`config.mk`:
```
export PLATFORM = sky130hd
export DESIGN_NAME = bsc_correlator
export DESIGN_NICKNAME = d
export VERILOG_FILES = /design/src/pkg/bsc_pkg.sv /design/src/bsc_sum_latch.sv /design/src/bsc_correlator.sv
export VERILOG_INCLUDE_DIRS = /design/src /design/src/pkg
export SDC_FILE = /design/constraint.sdc
export NUM_CORES = 1
export LEC_CHECK = 0
export BUFFER_PORTS_ARGS = -buffer_cell sky130_fd_sc_hd__buf_2
export CORE_MARGIN = 10
export CORE_UTILIZATION = 50
export DETAILED_ROUTE_END_ITERATION = 8
export PLACE_DENSITY = 0.73
export RECOVER_POWER = 100
export REMOVE_ABC_BUFFERS = 1
export SYNTH_ARGS = -nofsm -noshare
export SYNTH_HDL_FRONTEND = slang
export SYNTH_SLANG_ARGS = --single-unit
```
`constraint.sdc`:
```
create_clock -name clk_sys_i -period 2.3 [get_ports clk_sys_i]
set_input_delay 0.345 -clock clk_sys_i [delete_from_list [all_inputs] [get_ports clk_sys_i]]
set_output_delay 0.345 -clock clk_sys_i [all_outputs]
set_load 0.02 [all_outputs]
```
`src/pkg/bsc_regs.svh`:
```
// Constants for the biphase sample correlator: widths, pattern, timing.
// Assumes a 20 MHz system clock and processor timing pulses on inputs.
`ifndef BSC_REGS_SVH
`define BSC_REGS_SVH

// Sample period in ns and system clock period in ns
`define BSC_PERIOD_NS 416000
`define BSC_CLK_NS 50
// Timing pulses (a and b together) counted per sample period
`define BSC_PULSES_PER_PERIOD 208
// Register length in samples per data bit
`define BSC_LEN 8
// Biphase zero: four lows then four highs
`define BSC_REF_PATTERN 8'h0f
// Acknowledge window in ns (two machine cycles)
`define BSC_ACK_NS 8000
`define BSC_ACK_CYC ((`BSC_ACK_NS) / (`BSC_CLK_NS))

`endif

```
`src/pkg/bsc_pkg.sv`:
```
// Types shared by the correlator files.
// Assumes bsc_regs.svh is included by the user files.
package bsc_pkg;

   typedef enum logic [2:0] {
      BSC_IDLE,
      BSC_CLEAR,
      BSC_SHIFT,
      BSC_LOAD,
      BSC_LATCH
   } bsc_phase_e;

   // Processor bus request group
   typedef struct packed {
      logic input_strobe;
      logic int_ack;
   } bsc_cpu_req_s;

endpackage

```
`src/bsc_sum_latch.sv`:
```
// Holding latch for the correlation sum with registered read data.
// Assumes the load pulse is one cycle wide.
`timescale 1ns/10ps
module bsc_sum_latch #(
   parameter int WIDTH = 8
) (
   input wire logic clk_sys_i,
   input wire logic rst_i,
   input wire logic load_i,
   input wire logic [WIDTH-1:0] sum_i,
   output logic [WIDTH-1:0] sum_o
);

   always_ff @(posedge clk_sys_i)
   begin
      if (rst_i)
         sum_o <= '0;
      else if (load_i)
         sum_o <= sum_i;
   end

endmodule

```
`src/bsc_correlator.sv`:
```
// Time-compressed biphase correlator with interrupt request and bus read.
// Assumes timing pulses and processor strobes are synchronous single-cycle pulses.
`timescale 1ns/10ps
`include "bsc_regs.svh"
// Operation
// - Sample period timed by counting processor timing pulses, every 416 us.
// - Each period ends with a new sum and an interrupt request.
// - Period start issues reset pulse clearing the step and correlation counters.
// - Exactly eight shift clocks step both registers.
// - Ninth clock on sample register only loads the new sample.
// - Sample register recirculates during eight comparison clocks.
// - Ninth clock inserts new bit first, shifts older, drops oldest.
// - Both registers are eight bits long.
// - Reference pattern loaded in parallel at start of each cycle.
// - Mismatch of register outputs increments correlation counter.
// - Counter copied to holding latch by dedicated latch pulse.
// - Input is one clipped bit, sampled once per period.
// - Only the biphase zero pattern is held.
// - Request set each period, cleared on processor acknowledge.
// - Sum driven on data bus only during input instruction.
module bsc_correlator #(
   parameter int LEN = `BSC_LEN,
   parameter int PERIOD_PULSES = `BSC_PULSES_PER_PERIOD,
   parameter logic [`BSC_LEN-1:0] REF_PATTERN = `BSC_REF_PATTERN
) (
   input wire logic clk_sys_i,
   input wire logic rst_i,
   input wire logic timing_pulse_a_i,
   input wire logic timing_pulse_b_i,
   input wire logic clipped_data_i,
   input wire bsc_pkg::bsc_cpu_req_s cpu_req_i,
   output logic int_req_o,
   output logic [7:0] data_o,
   output logic [7:0] data_oe_o,
   output logic [7:0] sum_o,
   output logic period_reset_o
);

   localparam int CW = $clog2(LEN + 1);
   localparam int PW = $clog2(PERIOD_PULSES + 1);
   localparam int SW = $clog2(LEN + 2);

   bsc_pkg::bsc_phase_e phase_q, phase_d;
   logic [PW-1:0] pulse_cnt_q;
   logic [SW-1:0] step_q;
   logic [LEN-1:0] moving_sample_register_q;
   logic [LEN-1:0] reference_pattern_register_q;
   logic [CW-1:0] corr_cnt_q;
   logic sample_q;
   logic int_req_q;
   logic [7:0] latched_sum;

   wire any_pulse = timing_pulse_a_i | timing_pulse_b_i;
   wire period_end = any_pulse && (pulse_cnt_q == PW'(PERIOD_PULSES - 1));
   wire shifting = (phase_q == bsc_pkg::BSC_SHIFT);
   wire mismatch = moving_sample_register_q[LEN-1] ^ reference_pattern_register_q[LEN-1];
   wire last_shift = shifting && (step_q == SW'(LEN - 1));
   wire latch_pulse = (phase_q == bsc_pkg::BSC_LATCH);

   always_ff @(posedge clk_sys_i)
   begin
      if (rst_i)
         pulse_cnt_q <= '0;
      else if (period_end)
         pulse_cnt_q <= '0;
      else if (any_pulse)
         pulse_cnt_q <= pulse_cnt_q + PW'(1);
   end

   always_comb
   begin
      phase_d = phase_q;
      unique case (phase_q)
         bsc_pkg::BSC_IDLE:
            if (period_end)
               phase_d = bsc_pkg::BSC_CLEAR;
         bsc_pkg::BSC_CLEAR:
            phase_d = bsc_pkg::BSC_SHIFT;
         bsc_pkg::BSC_SHIFT:
            if (last_shift)
               phase_d = bsc_pkg::BSC_LOAD;
         bsc_pkg::BSC_LOAD:
            phase_d = bsc_pkg::BSC_LATCH;
         bsc_pkg::BSC_LATCH:
            phase_d = bsc_pkg::BSC_IDLE;
      endcase
   end

   always_ff @(posedge clk_sys_i)
   begin
      if (rst_i)
         phase_q <= bsc_pkg::BSC_IDLE;
      else
         phase_q <= phase_d;
   end

   assign period_reset_o = (phase_q == bsc_pkg::BSC_CLEAR);

   always_ff @(posedge clk_sys_i)
   begin
      if (rst_i)
         sample_q <= 1'b0;
      else if (period_end)
         sample_q <= clipped_data_i;
   end

   always_ff @(posedge clk_sys_i)
   begin
      if (rst_i || period_reset_o)
         step_q <= '0;
      else if (shifting)
         step_q <= step_q + SW'(1);
   end

   always_ff @(posedge clk_sys_i)
   begin
      if (rst_i)
         moving_sample_register_q <= '0;
      else if (shifting)
         moving_sample_register_q <= {moving_sample_register_q[LEN-2:0], moving_sample_register_q[LEN-1]};
      else if (phase_q == bsc_pkg::BSC_LOAD)
         moving_sample_register_q <= {moving_sample_register_q[LEN-2:0], sample_q};
   end

   always_ff @(posedge clk_sys_i)
   begin
      if (rst_i || period_reset_o)
         reference_pattern_register_q <= REF_PATTERN;
      else if (shifting)
         reference_pattern_register_q <= {reference_pattern_register_q[LEN-2:0],
                                           reference_pattern_register_q[LEN-1]};
   end

   always_ff @(posedge clk_sys_i)
   begin
      if (rst_i || period_reset_o)
         corr_cnt_q <= '0;
      else if (shifting && mismatch)
         corr_cnt_q <= corr_cnt_q + CW'(1);
   end

   bsc_sum_latch #(
      .WIDTH(8)
   ) u_latch (
      .clk_sys_i(clk_sys_i),
      .rst_i(rst_i),
      .load_i(latch_pulse),
      .sum_i(8'(corr_cnt_q)),
      .sum_o(latched_sum)
   );

   assign sum_o = latched_sum;

   always_ff @(posedge clk_sys_i)
   begin
      if (rst_i)
         int_req_q <= 1'b0;
      else if (latch_pulse)
         int_req_q <= 1'b1;
      else if (cpu_req_i.int_ack)
         int_req_q <= 1'b0;
   end

   assign int_req_o = int_req_q;

   assign data_o = latched_sum;
   assign data_oe_o = {8{cpu_req_i.input_strobe}};
endmodule

```
Word-level counts from Yosys, hierarchy flattened
Index checks and enable logic that the tools add are counted.
Widths: inputs -> output; s select.
Cells by class
  add/subtract/negate cells: 3
  $mul: 0
  divide/modulo/power cells: 0
  order comparisons: 0
  equality and inequality tests: 8
  shifts and indexed selects: 0
  muxes and demuxes: 7
  bitwise logic cells: 2
  reductions and logical operators: 9
Operator list (count)
  $mux 8: 2
  $pmux 3 s5: 1
  $add 4x1->4 const B: 2
  $add 8x1->8 const B: 1
  $eq 8x8->1 const B: 1
  $eq 3x2->1 const B: 2
  $mux 3: 2
  $eq 4x3->1 const B: 1
  $reduce_bool 2->1: 2
  $eq 3x1->1 const B: 1
  $eq 3x3->1 const B: 1
  $logic_and 1x1->1: 3
  $logic_not 3->1: 1
  $mux 1: 2
  $ne 2x1->1 const B: 1
  $ne 2x2->1 const B: 1
  $reduce_and 2->1: 1
  $reduce_or 2->1: 1
  $logic_or 1x1->1: 1
  $or 1x1->1: 1
  $xor 1x1->1: 1
Storage, ports and cells
  bits in registers: 41
  latch bits: 0
  memory bits (writable): 0
  ROM bits: 0
  bits of input ports: 7
  output and inout port bits: 26
  word-level logic and storage cells: 38
  memories kept: 0

Longest topological paths before layout
  word-level depth: 4
  gate-level depth with buffers: 6
  mapped depth without buffers: 4

Cells and area by module
Synthesis repeated with hierarchy kept, for this count alone.
Second synthesis, totals
  cells, all modules: 224
  area, all modules: 1928.1 um^2
Modules (own cells, without submodules)
  bsc_correlator: times used 1, cells each 198, area an instance 1642.8 um^2, seq. area each 740.7 um^2
  bsc_sum_latch: times used 1, cells each 26, area an instance 285.3 um^2, seq. area each 160.2 um^2

Worst setup path after synthesis
OpenSTA, ideal clock, no wires.
  path kind: flip-flop to flip-flop
  start point: reg phase_q[1]
  end point: reg step_q[0]
  library setup time: 0.128 ns
  data arrival time: 1.634 ns
  data required time: 2.172 ns
  setup slack: 0.539 ns
  cell stages (with the launch flop): 6
  buffers on the path: 2
  clock period less this slack: 1.761 ns
  cells stage by stage: dfxtp_1 -> buf_4 -> nor3b_1 -> or2_2 -> clkbuf_1 -> nor2_1
Between the ends
  word-level cells in the longest chain between the ends: 2
  elaborated cells between the ends (all ways): 3
  those cells by class: eq/ne: 2; reduce/logical: 1
RTL lines
  start: declaration: RTL line bsc_correlator.sv:43  | bsc_pkg::bsc_phase_e phase_q, phase_d;
  start signal: assignment: RTL line bsc_correlator.sv:92  | phase_q <= bsc_pkg::BSC_IDLE;
  start signal: assignment: RTL line bsc_correlator.sv:94  | phase_q <= phase_d;
  $eq 3x1->1: RTL line bsc_correlator.sv:97  | assign period_reset_o = (phase_q == bsc_pkg::BSC_CLEAR);
  via period_reset_o: RTL line bsc_correlator.sv:36  | output logic period_reset_o
  $logic_or 1x1->1: RTL line bsc_correlator.sv:109  | if (rst_i || period_reset_o)
  end signal: assignment: RTL line bsc_correlator.sv:112  | step_q <= step_q + SW'(1);
  end: declaration: RTL line bsc_correlator.sv:45  | logic [SW-1:0] step_q;
The timed path passes the listed nets, and every way through them passes these cells.
A chain may end at the register's enable or synchronous reset.

Worst setup path after layout
  start point: reg phase_q[1]
  end point: reg step_q[3]
Between the ends
  word-level cells in the longest chain between the ends: 2
  elaborated cells between the ends (all ways): 3
  those cells by class: eq/ne: 2; reduce/logical: 1
RTL lines (RTL line)
  $eq 3x1->1: bsc_correlator.sv:97
  $logic_or 1x1->1: bsc_correlator.sv:109
Several ways; a longest one is shown, not always the timed one.

==> metrics.md <==
| Metric | Value |
|---|---|
| EDFF count, synth | `0` |
| WHS Endpoint | `sample_q` |
| CP max stage cell | `or3b_1` |
| I/O Pins | `33` |
| Root Buffer | `clkbuf_8` |
| DRC marker count from the first detailed-route iteration | `53` |
| Cells resized by post-CTS repair | `0` |
| CP Max Fanout | `13` |
| Die height | `80.5 um` |
| Internal power | `0.00108 W` |
| PortBufs | `15` |
| CP required | `2.52 ns` |
| Critical path's top delay family | `simple AND/OR/NAND/NOR gates` |
| Synthesized netlist cell count | `216` |
| # rows | `21` |
| MaxCap Viol Count | `0` |
| Worst reg2reg path depth | `4` |
| Worst slew pin tran | `0.921 ns` |
| Syn avg cell area | `8.49 um2` |
| Part of the Yosys area used for sequential elements | `44.8%` |
| Hold Fails Final Rpt | `0` |
| Status | `finished, final reports clean` |
| Vias in the first global route | `1206` |
| Ys async rst share | `0%` |
| Setup TNS | `0 ns` |
| Hold_buf cts | `0` |
| Largest net degree at the start of global routing | `21` |
| Initial Utilization | `53.3%` |
| CP arrival | `2.09 ns` |
| Worst-path cell chain | `or3b_1 -> clkbuf_1 -> or3_1 -> a21oi_1` |
| Bufs on Longest Clock Path | `2` |
| Clk sink count | `41` |
| Synth Cell Area | `1830 um2` |
| Routed len/inst | `12.3 um` |
| TritonCTS clock tree | `yes` |
| Pwr dens | `713 nW/um2` |
| Hold Crit Depth | `3` |
| Number of fill cells | `348` |
| Ratio of cells with drive above 1 in the final layout | `5.94%` |
| TritonRoute pass-1 iters | `4` |
| Vias | `1346` |
| Nets | `228` |
| Crit path time final | `1.86 ns` |
| Worst hold margin | `0.310 ns` |
| Die ar. | `6490 um2` |
| GP Congestion | `0.709` |
| Skew final | `0.00591 ns` |
| Hold WC Path Type | `input port to flop` |
| CTS Buf Count | `5` |
| H-tree depth | `2` |
| DP Worst Slack | `0.587 ns` |
| CP Capture Type | `flop` |
| Rel. slew slack | `38.5%` |
| Clock group share of total power | `43.5%` |
| Register bit total from synthesis | `41` |
| Critical Path Max Stage Delay | `0.50 ns` |
| Initial antenna violation count | `0` |
| Seq pwr share | `53.2%` |
| P_sw | `0.000275 W` |
| Final antenna-violating net count | `0` |
| Worst r2r src | `phase_q[1]` |
| R2R setup slack | `0.44 ns` |
| Worst-Skew Late Latency | `0.29 ns` |
| DRC | `0` |
| Synthesis-to-layout area growth | `3.55%` |
| Multi-input gate area in the final layout | `807 um2` |
| Vias per cell | `5.08` |
| Register area | `821 um2` |
| Total power | `0.00135 W` |
| Clk slew on worst S/H paths | `0.08 ns` |
| First-pass GRT wire length | `5320 um` |
| Commonest non-fill, non-tap cell in the layout | `dfxtp_1` |
| Grt total ovfl | `0` |
| Crit path buf inv count | `1` |
| Max Freq | `537 MHz` |
| Peak supply drop | `0.282 mV` |
| All-layer global routing usage | `10.3%` |
| Die W | `80.5 um` |
| Worst setup margin | `0.437 ns` |
| Switch share | `20.3%` |
| Reg2Reg Capture Point | `step_q[3]` |
| Gate power share | `3.3%` |
| Critical path type | `flop to flop` |
| RSZ-0062 raised after global routing | `false` |
| DPL Wire Length | `2180 um` |
| Count of cell types in the netlist | `37` |
| Post-CTS Setup Inserts | `0` |
| Crit share post-route | `81.0%` |
| Leak | `0.653 nW` |
| # setup viols final | `0` |
| Antenna cells | `0` |
| Highest-count cells in the layout ignoring fill and taps | `dfxtp_1 (41), nand2_1 (37), a21oi_1 (25), nor2_1 (13), clkbuf_1 (13)` |
| Ys Warns | `0` |
| Core area | `3440 um2` |
| Final slew viol count | `0` |
| Top FF cell, synth | `dfxtp_1` |
| Origin of the worst min-delay path | `clipped_data_i` |
| Wirelength, routed | `3260 um` |
| Setup crit start kind | `flop` |
## cell usage after synthesis, types with 2 or more instances
cell type	number	area, um2
a21oi_1	25	125
o21ai_0	12	60.1
o2111ai_1	2	17.5
nand3_1	7	35.0
ha_1	3	37.5
nor2_1	13	48.8
dfxtp_1	41	821
clkbuf_1	6	22.5
buf_6	2	22.5
nor3b_1	2	15.0
buf_4	21	158
or3_1	7	43.8
xnor2_1	3	26.3
inv_1	5	18.8
or4_1	2	15.0
xor2_1	2	17.5
nand2_1	37	139
mux2i_1	6	60.1
o31ai_1	2	15.0
## kinds of logic after synthesis
family	Yosys count	synth area share (%)
other	1	0.205
buffers and inverters	35	12.4
adder cells (fa/ha/maj)	3	2.05
flip-flops	41	44.8
AO/OA/AOI/OAI	45	13.7
XOR/XNOR	5	2.39
AND/OR/NAND/NOR	80	21.2
multiplexers	6	3.28
## area by class of cell
type | count | share of cell area [%]
Clock buffer | 7 | 4.55
Clock inverter | 1 | 1.58
Inverter | 5 | 0.989
Multi-Input combinational cell | 147 | 42.5
Sequential cell | 41 | 43.2
Tap cell | 46 | 3.03
Timing Repair Buffer | 18 | 4.09
## worst register-to-register path, stage by stage, from the launching register on
cell	delay, ns
dfxtp_1	0.47
or3b_1	0.50
clkbuf_1	0.29
or3_1	0.40
a21oi_1	0.13
## registers in the layout, summed over array words and instances, names as in the netlist
register,count
corr_cnt_q,4
int_req_o,1
moving_sample_register_q,8
phase_q,3
pulse_cnt_q,8
reference_pattern_register_q,8
sample_q,1
step_q,4
u_latch.sum_o,4
## stage by stage
stage	util (%)	std cells	area, um2
after detailed placement	52.5	257	1810
final	55.1	265	1900
after global routing	55.1	265	1900
after CTS	55.9	265	1920
after global placement	52.5	257	1810
after floorplan	-	193	1650
## how the worst max path moves through the flow
| stage | startpoint | to | slack (ns) | cells after the start |
|---|---|---|---|---|
| after detailed placement | phase_q[1] | step_q[3] | 0.59 | 4 |
| final | phase_q[1] | step_q[3] | 0.44 | 4 |
| after CTS | phase_q[0] | period_reset_o | 0.52 | 2 |
| after global placement | phase_q[1] | step_q[3] | 0.61 | 4 |
| after floorplan | phase_q[1] | corr_cnt_q[3] | 0.58 | 3 |
| after global routing | phase_q[1] | step_q[3] | 0.29 | 4 |
## layer usage
metal	GRT usage, %	vias up	part of all wire (%)
met5	0	-	0
met4	5.28	0	2.2
met3	4.12	6	7.6
met2	16.2	26	45
met1	11.7	600	45
li1	-	714	-
## power by group through the flow
stage               registers [W]  clock network, W   logic, W
detailed placement       0.000737                 0  0.0000447
global route             0.000720          0.000624  0.0000508
finish                   0.000720          0.000589  0.0000443
global placement         0.000737                 0  0.0000442
CTS                      0.000720          0.000602  0.0000448
floorplan                0.000736                 0  0.0000281
Power figures use the tool's default switching activity.
